<file path="src/ptpcap_pkg.sv">
// ptpcap_pkg: constants, register map and types of the gpio timestamp capture block
// assumes a 32-bit ahb-lite register bus and a 100 MHz hclk
package ptpcap_pkg;

  // block dimensions
  localparam int NGPIO = 8;
  localparam int ADDR_W = 12;
  localparam int SEC_W = 32;
  localparam int NS_W = 30;
  localparam int UPPER_W = 16;
  localparam int BANK_W = 3;
  localparam int GSEL_W = 3;

  // register byte offsets
  localparam logic [ADDR_W-1:0] OFF_SELECT = 12'h100;
  localparam logic [ADDR_W-1:0] OFF_STATUS = 12'h104;
  localparam logic [ADDR_W-1:0] OFF_MANUAL = 12'h108;
  localparam logic [ADDR_W-1:0] OFF_CFG = 12'h15C;
  localparam logic [ADDR_W-1:0] OFF_RISE_SEC = 12'h16C;
  localparam logic [ADDR_W-1:0] OFF_RISE_NS = 12'h170;
  localparam logic [ADDR_W-1:0] OFF_FALL_SEC = 12'h178;
  localparam logic [ADDR_W-1:0] OFF_FALL_NS = 12'h17C;
  localparam logic [ADDR_W-1:0] OFF_UPPER = 12'h180;

  // bank codes of the shared port/gpio address space
  localparam logic [BANK_W-1:0] BANK_PORT = 3'h2;
  localparam logic [BANK_W-1:0] BANK_GPIO = 3'h3;

  // field positions
  localparam int CFG_RISE_EN_LSB = 0;
  localparam int CFG_FALL_EN_LSB = 8;
  localparam int CFG_RISE_LOCK_LSB = 16;
  localparam int CFG_FALL_LOCK_LSB = 24;
  localparam int SEL_BANK_LSB = 0;
  localparam int SEL_GPIO_LSB = 8;
  localparam int STS_RISE_LSB = 0;
  localparam int STS_FALL_LSB = 8;

  // reset values
  localparam logic [31:0] CFG_RST = 32'hFFFF_0000;
  localparam logic [UPPER_W-1:0] UPPER_RST = 16'h0000;
  localparam logic [SEC_W-1:0] SEC_RST = 32'h0000_0000;
  localparam logic [NS_W-1:0] NS_RST = 30'h0000_0000;
  localparam logic [31:0] WORD_ZERO = 32'h0000_0000;

  // timing: gpio level must stand this long before it counts
  localparam int CLK_PERIOD_NS = 10;
  localparam int GPIO_MIN_LEVEL_NS = 40;
  localparam int GPIO_FILT_RAW = (GPIO_MIN_LEVEL_NS + CLK_PERIOD_NS - 1) / CLK_PERIOD_NS;
  localparam int GPIO_FILT_CYC = (GPIO_FILT_RAW < 1) ? 1 : GPIO_FILT_RAW;

  // bus slave states
  typedef enum logic [0:0] {
    BUS_IDLE,
    BUS_RD_WAIT
  } ptpcap_bus_st_t;

  // offset match for a bank-qualified register
  function automatic logic ptpcap_hit(input logic [ADDR_W-1:0] addr,
                                      input logic [ADDR_W-1:0] off,
                                      input logic [BANK_W-1:0] bank,
                                      input logic [BANK_W-1:0] need);
    ptpcap_hit = (addr == off) && (bank == need);
  endfunction

endpackage

</file>
<file path="src/ptpcap_edge_filt.sv">
// ptpcap_edge_filt: synchroniser, level filter and edge pulses for the gpio inputs
// assumes asynchronous pin inputs and a single hclk domain
`timescale 1ns/1ps

module ptpcap_edge_filt
  import ptpcap_pkg::*;
#(
  parameter int W = NGPIO,
  parameter int FILT = GPIO_FILT_CYC
) (
  // clock and reset
  input wire logic clk,
  input wire logic rst_n,
  // raw pins
  input wire logic [W-1:0] pin,
  // one-cycle edge pulses
  output logic [W-1:0] rise_p,
  output logic [W-1:0] fall_p
);

  localparam int CW = $clog2(FILT + 1);
  localparam logic [CW-1:0] CNT_LAST = CW'(FILT - 1);
  localparam logic [CW-1:0] CNT_ZERO = '0;

  logic [W-1:0] sync1_q; // first stage, read only by sync2_q
  logic [W-1:0] sync2_q; // safe sampled pin
  logic [W-1:0] level_q; // filtered level
  logic [CW-1:0] cnt_q [W]; // cycles the new level has stood

  // two-flop synchroniser
  always_ff @(posedge clk or negedge rst_n) begin
    if (!rst_n) begin
      sync1_q <= '0;
      sync2_q <= '0;
    end else begin
      sync1_q <= pin;
      sync2_q <= sync1_q;
    end
  end

  // a new level is accepted only after standing FILT samples, so short glitches never
  // make an edge; the trade is FILT-1 cycles more capture latency
  always_ff @(posedge clk or negedge rst_n) begin
    if (!rst_n) begin
      level_q <= '0;
      rise_p <= '0;
      fall_p <= '0;
      for (int i = 0; i < W; i++) cnt_q[i] <= CNT_ZERO;
    end else begin
      for (int i = 0; i < W; i++) begin
        rise_p[i] <= 1'b0;
        fall_p[i] <= 1'b0;
        if (sync2_q[i] == level_q[i]) begin
          cnt_q[i] <= CNT_ZERO; // level unchanged, restart
        end else if (cnt_q[i] == CNT_LAST) begin
          level_q[i] <= sync2_q[i];
          cnt_q[i] <= CNT_ZERO;
          rise_p[i] <= sync2_q[i];
          fall_p[i] <= ~sync2_q[i];
        end else begin
          cnt_q[i] <= cnt_q[i] + CW'(1);
        end
      end
    end
  end

endmodule // ptpcap_edge_filt

</file>
<file path="src/ptpcap_top.sv">
// ptpcap_top: gpio timestamp capture unit with one-step upper seconds register
// assumes an ahb-lite master on hclk and a protocol clock value from the same domain
//
// Added by the designer: the AHB-Lite register port.
`timescale 1ns/1ps

module ptpcap_top
  import ptpcap_pkg::*;
(
  // clock and reset
  input wire logic hclk,
  input wire logic hresetn,
  // ahb-lite slave
  input wire logic hsel,
  input wire logic [ADDR_W-1:0] haddr,
  input wire logic [1:0] htrans,
  input wire logic hwrite,
  input wire logic [2:0] hsize,
  input wire logic [31:0] hwdata,
  input wire logic hready,
  output logic hreadyout,
  output logic hresp,
  output logic [31:0] hrdata,
  // protocol clock value
  input wire logic [SEC_W-1:0] ptp_sec,
  input wire logic [NS_W-1:0] ptp_ns,
  // gpio pins
  input wire logic [NGPIO-1:0] gpio_in,
  // status and one-step value
  output logic [NGPIO-1:0] rise_capture_status,
  output logic [NGPIO-1:0] fall_capture_status,
  output logic [UPPER_W-1:0] upper_seconds_value
);

  // bus state
  ptpcap_bus_st_t bus_st_q; // read wait tracking
  logic [ADDR_W-1:0] addr_q; // latched data phase address
  logic wr_pend_q; // write data phase in progress
  logic [31:0] rd_d; // read mux

  // registers
  logic [31:0] gpio_capture_config_q; // enables and locks
  logic [BANK_W-1:0] bank_q; // bank selector
  logic [GSEL_W-1:0] gsel_q; // gpio selector

  // capture storage, one word pair per gpio and edge
  logic [SEC_W-1:0] rise_sec_q [NGPIO];
  logic [NS_W-1:0] rise_ns_q [NGPIO];
  logic [SEC_W-1:0] fall_sec_q [NGPIO];
  logic [NS_W-1:0] fall_ns_q [NGPIO];

  // event wiring
  logic [NGPIO-1:0] rise_p; // filtered rising edges
  logic [NGPIO-1:0] fall_p; // filtered falling edges
  logic [NGPIO-1:0] man_rise; // manual rise capture command
  logic [NGPIO-1:0] man_fall; // manual fall capture command
  logic [NGPIO-1:0] rise_take; // rising captures that land
  logic [NGPIO-1:0] fall_take; // falling captures that land
  logic [NGPIO-1:0] rise_clr; // w1c of rise status
  logic [NGPIO-1:0] fall_clr; // w1c of fall status
  logic addr_ok; // address phase accepted
  logic [NGPIO-1:0] rise_en, fall_en, rise_lock, fall_lock;

  // pins are synchronised and filtered before any edge is seen
  ptpcap_edge_filt #(
    .W(NGPIO),
    .FILT(GPIO_FILT_CYC)
  ) u_edge (
    .clk(hclk),
    .rst_n(hresetn),
    .pin(gpio_in),
    .rise_p(rise_p),
    .fall_p(fall_p)
  );

  assign addr_ok = hsel && htrans[1] && hready;
  assign rise_en = gpio_capture_config_q[CFG_RISE_EN_LSB +: NGPIO];
  assign fall_en = gpio_capture_config_q[CFG_FALL_EN_LSB +: NGPIO];
  assign rise_lock = gpio_capture_config_q[CFG_RISE_LOCK_LSB +: NGPIO];
  assign fall_lock = gpio_capture_config_q[CFG_FALL_LOCK_LSB +: NGPIO];

  // ahb-lite slave: writes complete at once, reads take one wait state so that a
  // selector written just before is already in effect when the read mux is sampled
  always_ff @(posedge hclk or negedge hresetn) begin
    if (!hresetn) begin
      bus_st_q <= BUS_IDLE;
      addr_q <= '0;
      wr_pend_q <= 1'b0;
      hreadyout <= 1'b1;
      hrdata <= WORD_ZERO;
    end else begin
      wr_pend_q <= addr_ok && hwrite;
      case (bus_st_q)
        BUS_IDLE: begin
          if (addr_ok) begin
            addr_q <= haddr;
            if (!hwrite) begin
              hreadyout <= 1'b0; // insert wait state
              bus_st_q <= BUS_RD_WAIT;
            end
          end
        end
        BUS_RD_WAIT: begin
          hrdata <= rd_d;
          hreadyout <= 1'b1;
          bus_st_q <= BUS_IDLE;
        end
        default: begin
          bus_st_q <= BUS_IDLE;
          hreadyout <= 1'b1;
        end
      endcase
    end
  end

  // responses are always okay, unmapped words read as zero
  always_ff @(posedge hclk or negedge hresetn) begin
    if (!hresetn) hresp <= 1'b0;
    else hresp <= 1'b0;
  end

  // read mux; capture words follow the bank and gpio selectors
  always_comb begin
    rd_d = WORD_ZERO;
    if (addr_q == OFF_SELECT) begin
      rd_d[SEL_BANK_LSB +: BANK_W] = bank_q;
      rd_d[SEL_GPIO_LSB +: GSEL_W] = gsel_q;
    end else if (addr_q == OFF_STATUS) begin
      rd_d[STS_RISE_LSB +: NGPIO] = rise_capture_status;
      rd_d[STS_FALL_LSB +: NGPIO] = fall_capture_status;
    end else if (ptpcap_hit(addr_q, OFF_CFG, bank_q, BANK_GPIO)) begin
      rd_d = gpio_capture_config_q;
    end else if (ptpcap_hit(addr_q, OFF_RISE_SEC, bank_q, BANK_GPIO)) begin
      rd_d = rise_sec_q[gsel_q];
    end else if (ptpcap_hit(addr_q, OFF_RISE_NS, bank_q, BANK_GPIO)) begin
      rd_d[NS_W-1:0] = rise_ns_q[gsel_q];
    end else if (ptpcap_hit(addr_q, OFF_FALL_SEC, bank_q, BANK_GPIO)) begin
      rd_d = fall_sec_q[gsel_q];
    end else if (ptpcap_hit(addr_q, OFF_FALL_NS, bank_q, BANK_GPIO)) begin
      rd_d[NS_W-1:0] = fall_ns_q[gsel_q];
    end else if (ptpcap_hit(addr_q, OFF_UPPER, bank_q, BANK_PORT)) begin
      rd_d[UPPER_W-1:0] = upper_seconds_value;
    end
  end

  // bank and gpio selector
  always_ff @(posedge hclk or negedge hresetn) begin
    if (!hresetn) begin
      bank_q <= '0;
      gsel_q <= '0;
    end else if (wr_pend_q && addr_q == OFF_SELECT) begin
      bank_q <= hwdata[SEL_BANK_LSB +: BANK_W];
      gsel_q <= hwdata[SEL_GPIO_LSB +: GSEL_W];
    end
  end

  // capture configuration: enables reset off, locks reset on
  always_ff @(posedge hclk or negedge hresetn) begin
    if (!hresetn) begin
      gpio_capture_config_q <= CFG_RST;
    end else if (wr_pend_q && ptpcap_hit(addr_q, OFF_CFG, bank_q, BANK_GPIO)) begin
      gpio_capture_config_q <= hwdata;
    end
  end

  // upper seconds: one shared copy for every port, never advanced by the clock;
  // seconds rollover is deliberately not wired here
  always_ff @(posedge hclk or negedge hresetn) begin
    if (!hresetn) begin
      upper_seconds_value <= UPPER_RST;
    end else if (wr_pend_q && ptpcap_hit(addr_q, OFF_UPPER, bank_q, BANK_PORT)) begin
      upper_seconds_value <= hwdata[UPPER_W-1:0];
    end
  end

  // manual commands and status clears decode straight from the write data phase
  always_comb begin
    man_rise = '0;
    man_fall = '0;
    rise_clr = '0;
    fall_clr = '0;
    if (wr_pend_q && addr_q == OFF_MANUAL) begin
      man_rise = hwdata[STS_RISE_LSB +: NGPIO];
      man_fall = hwdata[STS_FALL_LSB +: NGPIO];
    end
    if (wr_pend_q && addr_q == OFF_STATUS) begin
      rise_clr = hwdata[STS_RISE_LSB +: NGPIO];
      fall_clr = hwdata[STS_FALL_LSB +: NGPIO];
    end
  end

  // a capture lands unless its lock is on and the status still shows an unread one
  assign rise_take = ((rise_p & rise_en) | man_rise) & ~(rise_lock & rise_capture_status);
  assign fall_take = ((fall_p & fall_en) | man_fall) & ~(fall_lock & fall_capture_status);

  // sticky status; a new capture in the clearing cycle wins over the clear unless its lock is on and the status bit is still set
  always_ff @(posedge hclk or negedge hresetn) begin
    if (!hresetn) begin
      rise_capture_status <= '0;
      fall_capture_status <= '0;
    end else begin
      rise_capture_status <= (rise_capture_status & ~rise_clr) | rise_take;
      fall_capture_status <= (fall_capture_status & ~fall_clr) | fall_take;
    end
  end

  // capture storage: seconds and nanoseconds come from the same cycle's sample
  always_ff @(posedge hclk or negedge hresetn) begin
    if (!hresetn) begin
      for (int i = 0; i < NGPIO; i++) begin
        rise_sec_q[i] <= SEC_RST;
        rise_ns_q[i] <= NS_RST;
        fall_sec_q[i] <= SEC_RST;
        fall_ns_q[i] <= NS_RST;
      end
    end else begin
      for (int i = 0; i < NGPIO; i++) begin
        if (rise_take[i]) begin
          rise_sec_q[i] <= ptp_sec;
          rise_ns_q[i] <= ptp_ns;
        end
        if (fall_take[i]) begin
          fall_sec_q[i] <= ptp_sec;
          fall_ns_q[i] <= ptp_ns;
        end
      end
    end
  end

  logic upper_wr; // helper: upper seconds write
  assign upper_wr = wr_pend_q && ptpcap_hit(addr_q, OFF_UPPER, bank_q, BANK_PORT);
endmodule // ptpcap_top

</file>
<file path="config.mk">
export PLATFORM = sky130hd
export DESIGN_NAME = ptpcap_top
export DESIGN_NICKNAME = d
export VERILOG_FILES = /design/src/ptpcap_pkg.sv /design/src/ptpcap_edge_filt.sv /design/src/ptpcap_top.sv
export SDC_FILE = /design/constraint.sdc
export NUM_CORES = 2
export LEC_CHECK = 0
export ABC_AREA = 1
export BUFFER_PORTS_ARGS = -buffer_cell sky130_fd_sc_hd__buf_2
export CAP_MARGIN = 20
export CORE_MARGIN = 2
export CORE_UTILIZATION = 57
export DETAILED_ROUTE_END_ITERATION = 7
export HOLD_SLACK_MARGIN = 0.12
export PLACE_DENSITY_LB_ADDON = 0.25
export REMOVE_ABC_BUFFERS = 1
export SYNTH_ARGS = -nofsm -noshare
export SYNTH_HDL_FRONTEND = slang
export SYNTH_HIERARCHICAL = 1
export SYNTH_SLANG_ARGS = --single-unit
</file>
<file path="constraint.sdc">
create_clock -name hclk -period 2.2 [get_ports hclk]
set_input_delay 0.44 -clock hclk [delete_from_list [all_inputs] [get_ports hclk]]
set_output_delay 0.44 -clock hclk [all_outputs]
set_load 0.01 [all_outputs]
</file>
* Yosys cells after proc, flatten, opt, wreduce, memory -nomap -nowiden
Index checks and enable logic that the tools add are counted.
** Storage, ports and cells
- Flip-flop bits (word level) :: 1173
- Input bits :: 124
** Cells by class
- Add/subtract/negate cells :: 8
- Order comparisons :: 1
- Equality and inequality tests :: 29
- Muxes and demuxes :: 85
- Bitwise gates (word level) :: 34
- Reductions and logical operators :: 24
** Operators with widths (count)
- binary-select mux 32 bit (select 3 bit) :: 2
- two-way mux 32 bit :: 6
- binary-select mux 30 bit (select 3 bit) :: 2
- two-way mux 30 bit :: 6
- == test 12 x 9 -> 1 bit (second input constant) :: 9
- AND 8 bit :: 8
- two-way mux 16 bit :: 4
- two-way mux 3 bit :: 18
- two-way mux 1 bit :: 36
- two-way mux 8 bit :: 4
- inverter 8 bit :: 4
- OR 8 bit :: 4
- == test 3 x 2 -> 1 bit (second input constant) :: 10
- adder 3 x 1 -> 3 bit (second input constant) :: 8
- two-way mux 21 bit :: 1
- AND reduction 2 bit :: 10
- inverter 1 bit :: 17
- logical AND 1 bit :: 14
- two-way mux 14 bit :: 1
- == test 1 bit :: 8
- two-way mux 5 bit :: 1
- greater-or-equal comparator 4 bit (second input constant) :: 1
- two-way mux 2 bit :: 2
- != test 2 bit (second input constant) :: 2
- other kinds (2) :: 3

* Logic depth before layout (Yosys ltp)
- Depth after elaboration :: 11
- Mapped depth :: 16

* By module
Netlist, hierarchy kept.
** Modules (own cells, without submodules)
- ptpcap_top :: times used 1, cells an instance 6227, area each 50429.6 um2
- ptpcap_edge_filt :: times used 1, cells an instance 208, area each 2272.2 um2

* Least setup slack after synthesis
No wires, ideal clock.
- Kind :: flip-flop to flip-flop
- From :: register addr_q[4]
- To :: register fall_ns_q[141] in the netlist's numbering
- Setup time :: 0.130 ns
- Arrival :: 1.707 ns
- Data required time :: 2.070 ns
- Path slack :: 0.363 ns
- Stages on the path, launching flop included :: 14
- Clock period less this slack :: 1.837 ns
- Path through :: dfrtp_1 > nor2_2 > nand2_1 > nor2_2 > inv_2 > nor2_4 > nand2_2 > buf_6 > o21ai_2 > o21ai_2 > buf_6 > buf_2 > nand2_1 > o21ai_1
** Between the ends
- Cells in the longest elaborated chain, start to end :: 5
** RTL lines
- from (decl) :: line ptpcap_top.sv:37 : logic [ADDR_W-1:0] addr_q;
- from (signal assigned) :: line ptpcap_top.sv:96 : addr_q <= haddr;
- == test 12 x 9 -> 1 bit :: line ptpcap_top.sv:182 : if (wr_pend_q && addr_q == OFF_MANUAL) begin
- logical AND 1 bit :: line ptpcap_top.sv:182
- two-way mux 8 bit :: line ptpcap_top.sv:182
- OR 8 bit :: line ptpcap_top.sv:194 : assign fall_take = ((fall_p & fall_en) | man_fall) & ~(fall_lock & fall_capture_status);
- AND 8 bit :: line ptpcap_top.sv:194
- to (signal, indexed assignment) :: line ptpcap_top.sv:224 : fall_ns_q[i] <= ptp_ns;
- to (decl) :: line ptpcap_top.sv:50 : logic [NS_W-1:0] fall_ns_q [NGPIO];
No other way between the ends.
A chain may end at the register's enable or synchronous reset.

* Final worst setup path
- From :: register addr_q[9]
- To :: register rise_sec_q[249] in the netlist's numbering
** Between the ends
- Cells in the longest elaborated chain, start to end :: 5
** RTL lines
- == test 12 x 9 -> 1 bit :: line ptpcap_top.sv:182
- logical AND 1 bit :: line ptpcap_top.sv:182
- two-way mux 8 bit :: line ptpcap_top.sv:182
- OR 8 bit :: line ptpcap_top.sv:193 : assign rise_take = ((rise_p & rise_en) | man_rise) & ~(rise_lock & rise_capture_status);
- AND 8 bit :: line ptpcap_top.sv:193
- to (signal, indexed assignment) :: line ptpcap_top.sv:219 : rise_sec_q[i] <= ptp_sec;
- to (decl) :: line ptpcap_top.sv:47 : logic [SEC_W-1:0] rise_sec_q [NGPIO];
No other way between the ends.

==> impl_results.md <==
- Outcome: finished, violations left
- Violated checks: DRC, setup timing
- Buffers on Ports: around 180
- Critical path startpoint category: flip-flop
- Prevailing post-synth register cell: dfrtp_1
- Cell mode on critical path: buf_6
- Layout Nets: 6816
- Top Family by Delay on Critical Path: buffers and inverters
- Post-DRT Antenna Nets: 0
- Clock Pin Slew Worst Setup and Hold Paths: roughly 70 ps
- Post-route setup TNS: -28540 ps
- Largest cells by area after synthesis: dfrtp_1 55%, nand2_1 15%, o21ai_0 6.8%, o21ai_1 5.0%, nand3_1 4.3%
- GP Congestion: 0.945
- Kind of critical path: reg2reg
- CP max FO: 6
- Post-layout min period: approximately 2400 ps
- Req. time, crit path: between 2000 and 3000 ps
- Leak: 30.6 nW
- Rows: around 110
- Starting density of the core: 0.575
- Hold Violations, Final: 0
- Max H-tree Level: 3
- Die W: ~310 um
- Global-route wire length before repair: 260000 um
- Critical path capture point type: flip-flop
- Slew headroom: 0.563
- Fraction of layout cells with a size suffix above 1: 0.156
- Largest net degree at the start of global routing: 108
- DIE AREA: between 0.09 and 0.1 mm2
- I/O pin total: between 150 and 200
- Chip Height: between 300 and 400 um
- Clock skew: between 20 and 30 ps
- RSZ-0062 raised after global routing: true
- CTS tree: done
- Final worst setup slack: -184 ps
- Sequential share of the synthesized area: 0.557
- Sequential share of power: 0.476
- Residual DRC count: 1
- Routed length per instance: around 24 um
- Clock power share: 0.319
- P_sw: between 20 and 25 mW
- Initial antenna violation count: 5
- Max-cap violations: 0
- DR vias: ~50000
- HPWL Detailed: 102000 um
- Netlist Area Pre-Place: approximately 0.053 mm2
- CTS max path bufs: 3
- Max Slew Vio Count: 0
- Slowest Stage Delay on Critical Path: about 370 ps
- Area fraction of the dominant cell type after synthesis: 0.549
- Design Power: between 60 and 70 mW
- Top-count cell post-synth: nand2_1
- GRT overflow: 0
- F_max: 419 MHz
- Number of synthesized register bits: 1173
- Gr usage total: 0.354
- Worst skew pair latency: approximately 720 ps
- Final wirelength: a little under 200000 um
- Net Sw Frac: 0.307
- Vias in the first global route: 44975
- Crit-path slowest cell: dfrtp_1
- Via density: roughly 6.2
- DR iter-0 viols: 7637
- Number of buffers and inverters on the critical path: 6
- Final setup viols: 404
- Most frequent cells after synthesis: 2158 x nand2_1, 1156 x dfrtp_1, 711 x o21ai_0, 522 x o21ai_1, 458 x nand3_1
- Synth cell types: 38
- Critical path arrival: about 3000 ps
- Filler Cell Count: slightly below 7000
- Crit path cell chain: inv_1, nand2_1, nor2_4, nand2_2, inv_2, nand2_4, buf_12, buf_6, o21ai_4, buf_6, o21ai_4, buf_6, o21ai_0
- Mean Syn Cell Area: 8.19 um2
- Worst Hold Class: in2async
- Post-synth EDFFs: 0
- Syn. warnings: 6
- Cells after Synth: ~6400
- CTS root buffer: clkbuf_16
- CTS buffer count: about 120
- Clk sinks: 1173
- Core Area: about 0.09 mm2
- Synth-to-layout area growth: 22.2%
- Power Density: 1050 mW/mm2
- Comb power frac: 0.206
- Least-Margin Pin Slew: approximately 660 ps
- Yosys top cell by area: dfrtp_1
- Worst vdd ir: around 730 uV
- First-pass iteration count of the detailed router: 8
- Asr flop ratio synth: 1.00
- Internal: between 40 and 50 mW
- Period utilization: 1.08
logic make-up (layout without fill, tap and decap cells):
| family | count (synthesis) | count (layout) | synth area share |
|---|---|---|---|
| compound gates | 1535 | 1539 | 0.154 |
| buf+inv | 750 | 1095 | 0.0612 |
| xor+xnor | 8 | 8 | 0.00133 |
| other cells | 1 | 6 | 0.0000712 |
| simple gates | 2960 | 2960 | 0.224 |
| fa+ha+maj | 8 | 8 | 0.00190 |
| flops | 1173 | 1173 | 0.557 |
worst reg2reg max path: cells and delay by family, from the launching register on:
kind                   cells  cell delay [ps]
AND/OR/NAND/NOR            4              500
AO/OA/AOI/OAI              3              530
flip-flops                 1              370
buffers and inverters      6              870
power groups by stage:
stage / combinational (mW) / sequential, mW / clock [mW]
floorplan: 8.77 / 31.2 / 0
CTS: 12.5 / 31.8 / 21.6
detailed placement: 12.2 / 32.0 / 0
global route: 15.8 / 32.9 / 22.5
finish: 13.9 / 32.2 / 21.6
global placement: 11.6 / 31.8 / 0
repair_timing:
item,CTS,global route
pin swaps,1,21
resized for setup,16,434
endpoints found under the hold margin,550,0
hold buffers,50,0
cloned,0,62
endpoints found under the setup margin,52,990
buffers inserted,2,36
path summary, 6_finish.rpt:
path                                              from                                     to  slack (ps)  depth (start not counted)
max                              addr_q[9]$_DFFE_PN0P_            rise_sec_q[249]$_DFFE_PN0P_        -180                         13
min                                            hresetn             fall_ns_q[112]$_DFFE_PN0P_         210                          2
max reg2reg                      addr_q[9]$_DFFE_PN0P_            rise_sec_q[249]$_DFFE_PN0P_        -180                         13
min reg2reg                u_edge/sync1_q[3]$_DFF_PN0_            u_edge/sync2_q[3]$_DFF_PN0_         350                          0
max in group asynchronous                      hresetn  gpio_capture_config_q[31]$_DFFE_PN1P_        1000                          4
min in group hclk                            hwdata[4]   gpio_capture_config_q[4]$_DFFE_PN0P_         210                          3
flip-flops by register name, summed over array words and instances (netlist names), 8 cells and up:
register,count
u_edge/rise_p,8
fall_sec_q,256
u_edge/sync2_q,8
upper_seconds_value,16
fall_capture_status,8
u_edge/cnt_q,24
u_edge/fall_p,8
rise_ns_q,240
fall_ns_q,240
u_edge/sync1_q,8
u_edge/level_q,8
rise_sec_q,256
addr_q,12
rise_capture_status,8
gpio_capture_config_q,32
hrdata,32
per-layer routing:
layer | part of all wire | GRT usage
met1 | 0.37 | 0.488
met2 | 0.43 | 0.550
met3 | 0.14 | 0.0759
met4 | 0.065 | 0.141
met5 | 0.00011 | 0
placed cells by master (no fill, tap or decap), types with 25 or more instances in the layout:
cell type,n
clkbuf_1,32
a21oi_1,163
o21ai_1,568
buf_4,177
dfrtp_1,1152
buf_2,183
nand2_1,2038
o21ai_2,73
o211ai_1,41
o21ai_4,25
clkbuf_16,159
inv_1,229
o21ai_0,593
dlygate4sd3_1,50
buf_6,33
buf_12,142
nor2_1,283
nand2_4,52
nand2_2,70
nand3_1,455
cell type report:
cell class	count	area, um2	area share
timing repair buffer	633	7130	0.111
clock buffer	176	3450	0.0536
inverter	242	948	0.0147
tap	1186	1480	0.0230
clock inverter	44	697	0.0108
antenna	5	12.5	0.000194
multi-input combinational	4516	21300	0.330
sequential	1173	29400	0.456
per-stage QoR:
| stage | setup WS, ps | hold WS [ps] | area, um2 | util | std cells |
|---|---|---|---|---|---|
| 2_1_floorplan | -17310 | 144 | 50400 | - | 5927 |
| 3_3_place_gp | -80.9 | 332 | 56900 | 0.620 | 7600 |
| 3_5_place_dp | -71.1 | 335 | 56900 | 0.620 | 7600 |
| 4_1_cts | 1.50 | 132 | 61600 | 0.672 | 7872 |
| 5_1_grt | -236 | 209 | 64400 | 0.702 | 7970 |
| 6_report | -184 | 205 | 64400 | 0.702 | 7975 |
(Power assumes the default switching activity.)
